**config.mk**
```make
export PLATFORM = sky130hd
export DESIGN_NAME = fc_flash_ctrl
export DESIGN_NICKNAME = d
export VERILOG_FILES = /design/src/core/fc_flash_ctrl.v
export VERILOG_INCLUDE_DIRS = /design/src /design/src/core
export SDC_FILE = /design/constraint.sdc
export NUM_CORES = 1
export LEC_CHECK = 0
export ABC_AREA = 1
export BUFFER_PORTS_ARGS = -buffer_cell sky130_fd_sc_hd__buf_2
export CAP_MARGIN = 25
export CORE_MARGIN = 2
export CORE_UTILIZATION = 50
export DETAILED_ROUTE_END_ITERATION = 8
export PLACE_DENSITY = 0.75
export SYNTH_ARGS = -nofsm -noshare
export SYNTH_HDL_FRONTEND = slang
export SYNTH_SLANG_ARGS = --single-unit
```
**constraint.sdc**
```tcl
create_clock -name pclk -period 3.22 [get_ports pclk]
set_clock_uncertainty 0.1 [all_clocks]
set_input_delay 0.161 -clock pclk [delete_from_list [all_inputs] [get_ports pclk]]
set_output_delay 0.161 -clock pclk [all_outputs]
set_load 0.01 [all_outputs]
```
**src/core/fc_flash_consts.vh**
```
// Constants for the flash command controller: APB map, flash command codes, timing.
// Assumes a 100 MHz pclk and a 16-bit parallel NOR flash with unlock-prefixed commands.
//
// How it works
// - Dual-word program; second address flips A0
// - Exit cycles always carry F0 data
// - Protection program: C0 prefix, user word
// - Poll in pairs, repeated while toggling; failure bits force two more
// - Recheck toggle even after failure bit seen
// - Polling reads use software-given valid address
// - Query entry single 98 write at 55
`ifndef FC_FLASH_CONSTS_VH
`define FC_FLASH_CONSTS_VH

// APB register offsets
`define FC_REG_CTRL 12'h000
`define FC_REG_ADDR 12'h004
`define FC_REG_DATA 12'h008
`define FC_REG_STAT 12'h00C
`define FC_CTRL_GO 31
`define FC_STAT_BUSY 0
`define FC_STAT_DONE 1
`define FC_STAT_FAIL 2
`define FC_STAT_FAILBIT 3
`define FC_STAT_VLOW 4

// Operation codes in CTRL[4:0]
`define FC_OP_READ 5'h00
`define FC_OP_WORD_PROG 5'h01
`define FC_OP_DUAL_PROG 5'h02
`define FC_OP_CHIP_ERASE 5'h03
`define FC_OP_SECT_ERASE 5'h04
`define FC_OP_SP_ENTER 5'h05
`define FC_OP_SP_WRITE 5'h06
`define FC_OP_LOCKDOWN 5'h07
`define FC_OP_SUSPEND 5'h08
`define FC_OP_RESUME 5'h09
`define FC_OP_ID_ENTRY 5'h0A
`define FC_OP_ID_EXIT 5'h0B
`define FC_OP_EXIT_SHORT 5'h0C
`define FC_OP_PROT_PROG 5'h0D
`define FC_OP_PROT_LOCK 5'h0E
`define FC_OP_PROT_STAT 5'h0F
`define FC_OP_SET_CFG 5'h10
`define FC_OP_QUERY 5'h11
`define FC_OP_POLL 5'h12
`define FC_OP_HW_RESET 5'h13

// Step kinds
`define FC_K_END 3'h0
`define FC_K_FIX_WR 3'h1
`define FC_K_USR_WR0 3'h2
`define FC_K_USR_WR1 3'h3
`define FC_K_USR_RD 3'h4
`define FC_K_USR_ADDR 3'h5
`define FC_K_FIX_RD 3'h6

// Flash command addresses and codes
`define FC_A_UNLOCK1 12'h555
`define FC_A_UNLOCK2 12'hAAA
`define FC_A_QUERY 12'h055
`define FC_A_PROT_LOCK 12'h080
`define FC_A_ANY 12'h000
`define FC_D_UNLOCK1 8'hAA
`define FC_D_UNLOCK2 8'h55
`define FC_D_ERASE 8'h80
`define FC_D_CHIP 8'h10
`define FC_D_SECTOR 8'h30
`define FC_D_PROG 8'hA0
`define FC_D_DUAL 8'hE0
`define FC_D_LOCKDOWN 8'h60
`define FC_D_SUSPEND 8'hB0
`define FC_D_RESUME 8'h30
`define FC_D_ID 8'h90
`define FC_D_EXIT 8'hF0
`define FC_D_PROT 8'hC0
`define FC_D_LOCK_BLK 8'h00
`define FC_D_CFG 8'hD0
`define FC_D_QUERY 8'h98

// Status line positions in the read word
`define FC_DQ_TOGGLE 6
`define FC_DQ_FAIL 5
`define FC_DQ_VLOW 3

// Poll step indices
`define FC_POLL_LAST_RD 3'h3
`define FC_POLL_EXIT 3'h4

// Timing
`define FC_CLK_NS 10
`define FC_T_WP_NS 35
`define FC_T_WPH_NS 20
`define FC_T_ACC_NS 70
`define FC_T_RP_NS 500
`define FC_T_RH_NS 50

`endif

```
**src/core/fc_flash_ctrl.v**
```verilog
// Host-side flash command controller: APB slave with own registers, drives flash pins.
// Assumes flash pins synchronous to pclk and one operation at a time.
//
// Our own choices: the register offsets and register access over APB.
`default_nettype none
`include "fc_flash_consts.vh"

module fc_flash_ctrl #(
  parameter ADDR_W = 22,
  parameter WP_CYC = (`FC_T_WP_NS + `FC_CLK_NS - 1) / `FC_CLK_NS,
  parameter WPH_CYC = (`FC_T_WPH_NS + `FC_CLK_NS - 1) / `FC_CLK_NS,
  parameter ACC_CYC = (`FC_T_ACC_NS + `FC_CLK_NS - 1) / `FC_CLK_NS,
  parameter RP_CYC = (`FC_T_RP_NS + `FC_CLK_NS - 1) / `FC_CLK_NS,
  parameter RH_CYC = (`FC_T_RH_NS + `FC_CLK_NS - 1) / `FC_CLK_NS
) (
  // Clock and reset
  input wire pclk,
  input wire presetn,
  // APB slave
  input wire psel,
  input wire penable,
  input wire pwrite,
  input wire [11:0] paddr,
  input wire [31:0] pwdata,
  output reg [31:0] prdata,
  output reg pready,
  output reg pslverr,
  // Flash pins
  output reg [ADDR_W-1:0] flash_addr,
  output reg [15:0] flash_dq_out,
  output reg flash_dq_oe,
  input wire [15:0] flash_dq_in,
  output reg flash_ce_n,
  output reg flash_we_n,
  output reg flash_oe_n,
  output reg flash_reset_n
);

  localparam S_IDLE = 3'h0;
  localparam S_SETUP = 3'h1;
  localparam S_STROBE = 3'h2;
  localparam S_HOLD = 3'h3;
  localparam S_NEXT = 3'h4;
  localparam S_RST = 3'h5;
  localparam S_RSTH = 3'h6;

  ////////////////////////////////////////////////////////////////////////////////
  // Command step table: {kind, addr12, data8}
  function [22:0] fc_step;
    input [4:0] op;
    input [2:0] idx;
    reg [2:0] k;
    reg [11:0] a;
    reg [7:0] d;
    reg six;
    begin
      k = `FC_K_END;
      a = `FC_A_ANY;
      d = 8'h00;
      six = (op == `FC_OP_CHIP_ERASE) || (op == `FC_OP_SECT_ERASE) ||
            (op == `FC_OP_SP_ENTER) || (op == `FC_OP_LOCKDOWN);
      case (op)
        `FC_OP_READ: if (idx == 3'h0) k = `FC_K_USR_RD;
        `FC_OP_SP_WRITE: if (idx == 3'h0) k = `FC_K_USR_WR0;
        `FC_OP_SUSPEND: if (idx == 3'h0) begin
          k = `FC_K_FIX_WR;
          d = `FC_D_SUSPEND;
        end
        `FC_OP_RESUME: if (idx == 3'h0) begin
          k = `FC_K_FIX_WR;
          d = `FC_D_RESUME;
        end
        `FC_OP_EXIT_SHORT: if (idx == 3'h0) begin
          k = `FC_K_FIX_WR;
          d = `FC_D_EXIT;
        end
        `FC_OP_QUERY: if (idx == 3'h0) begin
          k = `FC_K_FIX_WR;
          a = `FC_A_QUERY;
          d = `FC_D_QUERY;
        end
        `FC_OP_POLL: begin
          if (idx <= `FC_POLL_LAST_RD) k = `FC_K_USR_RD;
          else if (idx == `FC_POLL_EXIT) begin
            k = `FC_K_FIX_WR;
            d = `FC_D_EXIT;
          end
        end
        default: begin
          case (idx)
            3'h0: begin
              k = `FC_K_FIX_WR;
              a = `FC_A_UNLOCK1;
              d = `FC_D_UNLOCK1;
            end
            3'h1: begin
              k = `FC_K_FIX_WR;
              a = `FC_A_UNLOCK2;
              d = `FC_D_UNLOCK2;
            end
            3'h2: begin
              k = `FC_K_FIX_WR;
              a = `FC_A_UNLOCK1;
              case (op)
                `FC_OP_WORD_PROG: d = `FC_D_PROG;
                `FC_OP_DUAL_PROG: d = `FC_D_DUAL;
                `FC_OP_ID_ENTRY: d = `FC_D_ID;
                `FC_OP_PROT_STAT: d = `FC_D_ID;
                `FC_OP_ID_EXIT: d = `FC_D_EXIT;
                `FC_OP_PROT_PROG: d = `FC_D_PROT;
                `FC_OP_PROT_LOCK: d = `FC_D_PROT;
                `FC_OP_SET_CFG: d = `FC_D_CFG;
                default: d = `FC_D_ERASE;
              endcase
            end
            3'h3: begin
              case (op)
                `FC_OP_WORD_PROG: k = `FC_K_USR_WR0;
                `FC_OP_DUAL_PROG: k = `FC_K_USR_WR0;
                `FC_OP_PROT_PROG: k = `FC_K_USR_WR0;
                `FC_OP_SET_CFG: k = `FC_K_USR_WR0;
                `FC_OP_PROT_LOCK: begin
                  k = `FC_K_FIX_WR;
                  a = `FC_A_PROT_LOCK;
                  d = `FC_D_LOCK_BLK;
                end
                `FC_OP_PROT_STAT: begin
                  k = `FC_K_FIX_RD;
                  a = `FC_A_PROT_LOCK;
                end
                default: if (six) begin
                  k = `FC_K_FIX_WR;
                  a = `FC_A_UNLOCK1;
                  d = `FC_D_UNLOCK1;
                end
              endcase
            end
            3'h4: begin
              if (op == `FC_OP_DUAL_PROG) k = `FC_K_USR_WR1;
              else if (six) begin
                k = `FC_K_FIX_WR;
                a = `FC_A_UNLOCK2;
                d = `FC_D_UNLOCK2;
              end
            end
            3'h5: begin
              case (op)
                `FC_OP_CHIP_ERASE: begin
                  k = `FC_K_FIX_WR;
                  a = `FC_A_UNLOCK1;
                  d = `FC_D_CHIP;
                end
                `FC_OP_SECT_ERASE: begin
                  k = `FC_K_USR_ADDR;
                  d = `FC_D_SECTOR;
                end
                `FC_OP_SP_ENTER: begin
                  k = `FC_K_FIX_WR;
                  a = `FC_A_UNLOCK1;
                  d = `FC_D_PROG;
                end
                `FC_OP_LOCKDOWN: begin
                  k = `FC_K_USR_ADDR;
                  d = `FC_D_LOCKDOWN;
                end
                default: k = `FC_K_END;
              endcase
            end
            default: k = `FC_K_END;
          endcase
        end
      endcase
      fc_step = {k, a, d};
    end
  endfunction

  ////////////////////////////////////////////////////////////////////////////////
  // Software registers
  reg [4:0] op_reg;
  reg [ADDR_W-1:0] addr_reg;
  reg [31:0] data_reg;
  reg [15:0] rd_reg;
  reg [15:0] prev_reg;
  reg busy_reg;
  reg done_reg;
  reg fail_reg;
  reg failbit_reg;
  reg vlow_reg;
  reg [2:0] state_reg;
  reg [2:0] idx_reg;
  reg [7:0] cnt_reg;

  wire acc = psel && penable && pready;
  wire go = acc && pwrite && (paddr == `FC_REG_CTRL) && pwdata[`FC_CTRL_GO] && !busy_reg;
  wire mapped = (paddr == `FC_REG_CTRL) || (paddr == `FC_REG_ADDR) ||
                (paddr == `FC_REG_DATA) || (paddr == `FC_REG_STAT);
  wire [22:0] step = fc_step(op_reg, idx_reg);
  wire [2:0] step_k = step[22:20];
  wire step_rd = (step_k == `FC_K_USR_RD) || (step_k == `FC_K_FIX_RD);
  wire [15:0] dq_now = flash_dq_in;
  wire toggled = dq_now[`FC_DQ_TOGGLE] ^ prev_reg[`FC_DQ_TOGGLE];
  wire errbits = dq_now[`FC_DQ_FAIL] | dq_now[`FC_DQ_VLOW];

  // APB slave, one wait state
  always @(posedge pclk or negedge presetn) begin
    if (!presetn) begin
      pready <= 1'b0;
      pslverr <= 1'b0;
      prdata <= 32'h0000_0000;
      op_reg <= `FC_OP_READ;
      addr_reg <= {ADDR_W{1'b0}};
      data_reg <= 32'h0000_0000;
    end else begin
      pready <= psel && penable && !pready;
      pslverr <= psel && penable && !pready && !mapped;
      if (psel && !pready) begin
        case (paddr)
          `FC_REG_CTRL: prdata <= {27'h000_0000, op_reg};
          `FC_REG_ADDR: prdata <= {{(32-ADDR_W){1'b0}}, addr_reg};
          `FC_REG_DATA: prdata <= data_reg;
          `FC_REG_STAT: prdata <= {rd_reg, 11'h000, vlow_reg, failbit_reg, fail_reg,
                                   done_reg, busy_reg};
          default: prdata <= 32'h0000_0000;
        endcase
      end
      if (acc && pwrite && !busy_reg) begin
        if (paddr == `FC_REG_CTRL) op_reg <= pwdata[4:0];
        if (paddr == `FC_REG_ADDR) addr_reg <= pwdata[ADDR_W-1:0];
        if (paddr == `FC_REG_DATA) data_reg <= pwdata;
      end
    end
  end

  ////////////////////////////////////////////////////////////////////////////////
  // Flash bus sequencer
  always @(posedge pclk or negedge presetn) begin
    if (!presetn) begin
      state_reg <= S_IDLE;
      idx_reg <= 3'h0;
      cnt_reg <= 8'h00;
      busy_reg <= 1'b0;
      done_reg <= 1'b0;
      fail_reg <= 1'b0;
      failbit_reg <= 1'b0;
      vlow_reg <= 1'b0;
      rd_reg <= 16'h0000;
      prev_reg <= 16'h0000;
      flash_addr <= {ADDR_W{1'b0}};
      flash_dq_out <= 16'h0000;
      flash_dq_oe <= 1'b0;
      flash_ce_n <= 1'b1;
      flash_we_n <= 1'b1;
      flash_oe_n <= 1'b1;
      flash_reset_n <= 1'b1;
    end else begin
      case (state_reg)
        S_IDLE: begin
          if (go) begin
            busy_reg <= 1'b1;
            done_reg <= 1'b0;
            fail_reg <= 1'b0;
            failbit_reg <= 1'b0;
            vlow_reg <= 1'b0;
            idx_reg <= 3'h0;
            cnt_reg <= 8'h00;
            if (pwdata[4:0] == `FC_OP_HW_RESET) begin
              flash_reset_n <= 1'b0;
              state_reg <= S_RST;
            end else begin
              state_reg <= S_NEXT;
            end
          end
        end
        S_NEXT: begin
          if (step_k == `FC_K_END) begin
            busy_reg <= 1'b0;
            done_reg <= 1'b1;
            state_reg <= S_IDLE;
          end else begin
            // Only low byte and A11..A0 matter for fixed cycles
            case (step_k)
              `FC_K_USR_WR0, `FC_K_USR_RD: flash_addr <= addr_reg;
              `FC_K_USR_WR1: flash_addr <= addr_reg ^ {{(ADDR_W-1){1'b0}}, 1'b1};
              `FC_K_USR_ADDR: flash_addr <= addr_reg;
              default: flash_addr <= {{(ADDR_W-12){1'b0}}, step[19:8]};
            endcase
            case (step_k)
              `FC_K_USR_WR0: flash_dq_out <= data_reg[15:0];
              `FC_K_USR_WR1: flash_dq_out <= data_reg[31:16];
              default: flash_dq_out <= {8'h00, step[7:0]};
            endcase
            flash_dq_oe <= !step_rd;
            flash_ce_n <= 1'b0;
            cnt_reg <= 8'h00;
            state_reg <= S_SETUP;
          end
        end
        S_SETUP: begin
          if (step_rd) flash_oe_n <= 1'b0;
          else flash_we_n <= 1'b0;
          state_reg <= S_STROBE;
        end
        S_STROBE: begin
          cnt_reg <= cnt_reg + 8'h01;
          if (cnt_reg + 8'h01 >= (step_rd ? ACC_CYC[7:0] : WP_CYC[7:0])) begin
            cnt_reg <= 8'h00;
            flash_we_n <= 1'b1;
            flash_oe_n <= 1'b1;
            state_reg <= S_HOLD;
            if (step_rd) begin
              rd_reg <= dq_now;
              if (op_reg == `FC_OP_POLL) begin
                failbit_reg <= dq_now[`FC_DQ_FAIL];
                vlow_reg <= dq_now[`FC_DQ_VLOW];
                prev_reg <= dq_now;
                // Poll: 0/2 load, 1/3 compare; error bits force a second pair
                if (idx_reg == 3'h1 || idx_reg == `FC_POLL_LAST_RD) begin
                  if (!toggled) idx_reg <= `FC_POLL_EXIT + 3'h1;
                  else if (idx_reg == `FC_POLL_LAST_RD) begin
                    fail_reg <= 1'b1;
                    idx_reg <= `FC_POLL_EXIT;
                  end else if (errbits) idx_reg <= 3'h2;
                  else idx_reg <= 3'h0;
                end else begin
                  idx_reg <= idx_reg + 3'h1;
                end
              end else begin
                idx_reg <= idx_reg + 3'h1;
              end
            end else begin
              idx_reg <= idx_reg + 3'h1;
            end
          end
        end
        S_HOLD: begin
          cnt_reg <= cnt_reg + 8'h01;
          if (cnt_reg + 8'h01 >= WPH_CYC[7:0]) begin
            flash_ce_n <= 1'b1;
            flash_dq_oe <= 1'b0;
            state_reg <= S_NEXT;
          end
        end
        S_RST: begin
          cnt_reg <= cnt_reg + 8'h01;
          if (cnt_reg + 8'h01 >= RP_CYC[7:0]) begin
            cnt_reg <= 8'h00;
            flash_reset_n <= 1'b1;
            state_reg <= S_RSTH;
          end
        end
        S_RSTH: begin
          cnt_reg <= cnt_reg + 8'h01;
          if (cnt_reg + 8'h01 >= RH_CYC[7:0]) begin
            busy_reg <= 1'b0;
            done_reg <= 1'b1;
            state_reg <= S_IDLE;
          end
        end
        default: state_reg <= S_IDLE;
      endcase
    end
  end

endmodule // fc_flash_ctrl
`default_nettype wire

```
==> reports/qor.txt <==
Tcrit/Tclk final: 0.963
Most instantiated library cell after synthesis: nand2_1
Met3 wire len: 2.09 mm
Antenna violations before repair: 1
WP data required: 3.44 ns
Sequential fraction of the synthesis area: 0.490
Final Util: 0.658
Synth warn: 0
Die area: 18700 µm²
ANT nets after route: 0
Fin nets: 1367
Critical path fanouts, max: 5
Initial Util: 0.511
Pwr dens: 507 nW/µm²
Worst slew pin tran: 0.725 ns
Wire per inst: 17.6 µm
First-pass GRT wire length: 41.4 mm
Hold WS: 0.0184 ns
Async S/R FF share, synth: 1.00
Comb power frac: 0.214
Library cells used by synthesis: 46
CTS tree: built
# rows: 48
WP buf/inv: 4
Largest net degree at the start of global routing: 107
Final Hold Fails: 0
Core area: 17200 µm²
Final Power: 5750 µW
Post-synth top area share: 0.478
H-tree levels: 4
Slew headroom: 0.515
Crit path DAT: 3.32 ns
Max Buffers Root-to-Sink: 2
Post-synth EDFFs: 0
Top_reg_cell synth: dfrtp_1
CP Cell Sequence: ha_2 -> inv_1 -> nor2_1 -> nand3_1 -> nand3_1 -> nand2_2 -> nand2_4 -> nand2_4 -> ha_1 -> a21boi_2 -> o21ai_1 -> nand2_1 -> nor3_2 -> nor2_2 -> inv_2 -> nor2_4 -> buf_6 -> clkbuf_16 -> nand2_2 -> o21ai_1
Sw Share: 0.318
I/O Pins: 142
Die Y: 137 µm
Met2 wire len: 12.7 mm
Vias in the first global route: 7936
GR Util All Layers: 0.289
Synth area leader: dfrtp_1
Port Buffers: 141
Layout cells sized above 1: 0.263
Maximum VDD drop: 406 µV
Seq pwr share: 0.423
M1 wire length: 11.1 mm
#FFs+latches synth: 172
Leak: 0.00585 µW
Power Internal: 3920 µW
Initial DRC count: 675
Critical path class: reg -> reg
Post-Route WL: 26.9 mm
Synth Area per Inst: 8.25 µm²
CP delay by family, top: simple AND/OR/NAND/NOR gates
Dpl cell area: 9820 µm²
Layout Area Growth over Synthesis: 28.9%
Slowest CP cell: dfrtp_2
Max-cap violations: 0
Hold Path Class: in -> async
Critical Path End Type: register
DIE WIDTH: 137 µm
Highest Clock Rate: 322 MHz
Slowest stage delay, CP: 0.43 ns
Synth area leaders: dfrtp_1, nand2_1, o21ai_0
Net Count, Synth: 1146
Highest metal used: met4
Drt drc: 0
Clk slew on worst S/H paths: 0.07 ns
Post-DP HPWL: 17.7 mm
Worst Setup Start Kind: register
GP Congestion: 0.921
Final setup viols: 0
Final Non-Filler Cells: 1527
Cell Area, Synth: 8800 µm²
Minimum clock period: 3.10 ns
Synth Instances: 1067
Finished Cell Area: 11300 µm²
TritonCTS Buffers: 17
Switching Power: 1830 µW
Status: finished clean
Via count: 8449
Grt ovf: 0
DRT Pass-1 Iters: 6
RSZ-0062 raised after global routing: yes
Placed insts: 1426
Worst-skew pair later-pin latency: 0.43 ns
Pins Over Slew Limit: 0
Vias/cell: 5.53
Sink Count: 172
Clk pwr share: 0.363
Synth top cells by count: nand2_1, dfrtp_1, o21ai_0
CTS Root Cell: clkbuf_16
==> final timing paths <==
kind	startpoint	to	slack, ns	depth (start not counted)
min in group pclk	paddr[0]	pslverr	0.13	4
min	presetn	cnt_reg[5]	0.02	2
max in group asynchronous	presetn	prdata[17]	1.99	4
max	op_reg[1]	rd_reg[1]	0.12	20
max reg2reg	op_reg[1]	rd_reg[1]	0.12	20
min reg2reg	flash_ce_n	flash_ce_n	0.36	2
==> cell type report <==
class,count,area (µm²)
fillers,1364,5890
flip-flops and latches,172,4320
multi-input cells,725,3980
repair buffers,235,1640
inverters,137,537
clock buffers,19,433
well taps,225,282
clock inverters,13,156
diodes,1,2.50
==> routing by layer <==
layer	up-vias	global-route usage
met5	-	0
met4	0	0.119
met3	89	0.0626
met2	426	0.451
met1	4002	0.393
li1	3932	-
==> logic make-up (layout without fill, tap and decap cells) <==
logic type | count (synthesis) | count (layout) | synth area share
buffers and inverters | 170 | 404 | 0.0822
other | 0 | 1 | 0
AND/OR/NAND/NOR | 451 | 451 | 0.224
flip-flops | 172 | 172 | 0.490
adder cells (fa/ha/maj) | 14 | 14 | 0.0199
AO/OA/AOI/OAI | 245 | 245 | 0.166
multiplexers | 10 | 10 | 0.0128
XOR/XNOR | 5 | 5 | 0.00498
==> cell usage in the layout, fill, tap and decap left out, types with 4 or more instances in the layout <==
cell type / instances
dfrtp_2: 6
o31ai_2: 8
ha_1: 6
buf_2: 140
nand4_1: 13
mux2_2: 10
nand2_2: 19
inv_1: 114
nand2_4: 14
ha_4: 6
inv_4: 7
inv_2: 13
o22ai_1: 15
o211ai_1: 4
xor2_1: 4
nor3_1: 6
o21ai_1: 9
inv_6: 5
a21oi_1: 43
nor2_1: 79
clkbuf_16: 19
a21o_1: 4
o21ai_2: 8
nor2_4: 4
o21ai_0: 118
nor2_2: 12
a22o_1: 22
nand3_2: 5
o221ai_1: 5
dfstp_2: 4
dlygate4sd3_1: 51
nand2_1: 254
buf_4: 36
dfrtp_1: 162
nand3_1: 38
==> power by group through the flow <==
stage               sequential, µW  combinational, µW  clock [µW]
floorplan                     2490                727           0
global route                  2450               1380        2210
detailed placement            2470               1120           0
global placement              2470               1100           0
finish                        2430               1230        2090
CTS                           2430               1190        2100
==> through the flow <==
step | worst slack (ns) | TNS (ns)
finish | 0.118 | 0
global route | -0.0682 | -0.380
CTS | 0.00118 | 0
detailed placement | -0.122 | -1.74
global placement | 0.0448 | 0
floorplan | 0.0593 | 0
==> repair_timing <==
action                                  in CTS  in global routing
resized for setup                           21                 66
hold buffers                                51                  0
pin swaps                                    5                 18
endpoints found under the setup margin      20                 27
buffers inserted                             7                  7
gates cloned                                 1                  2
hold endpoints to repair                   179                  0
Note: power is estimated with default switching activity, not from simulation.
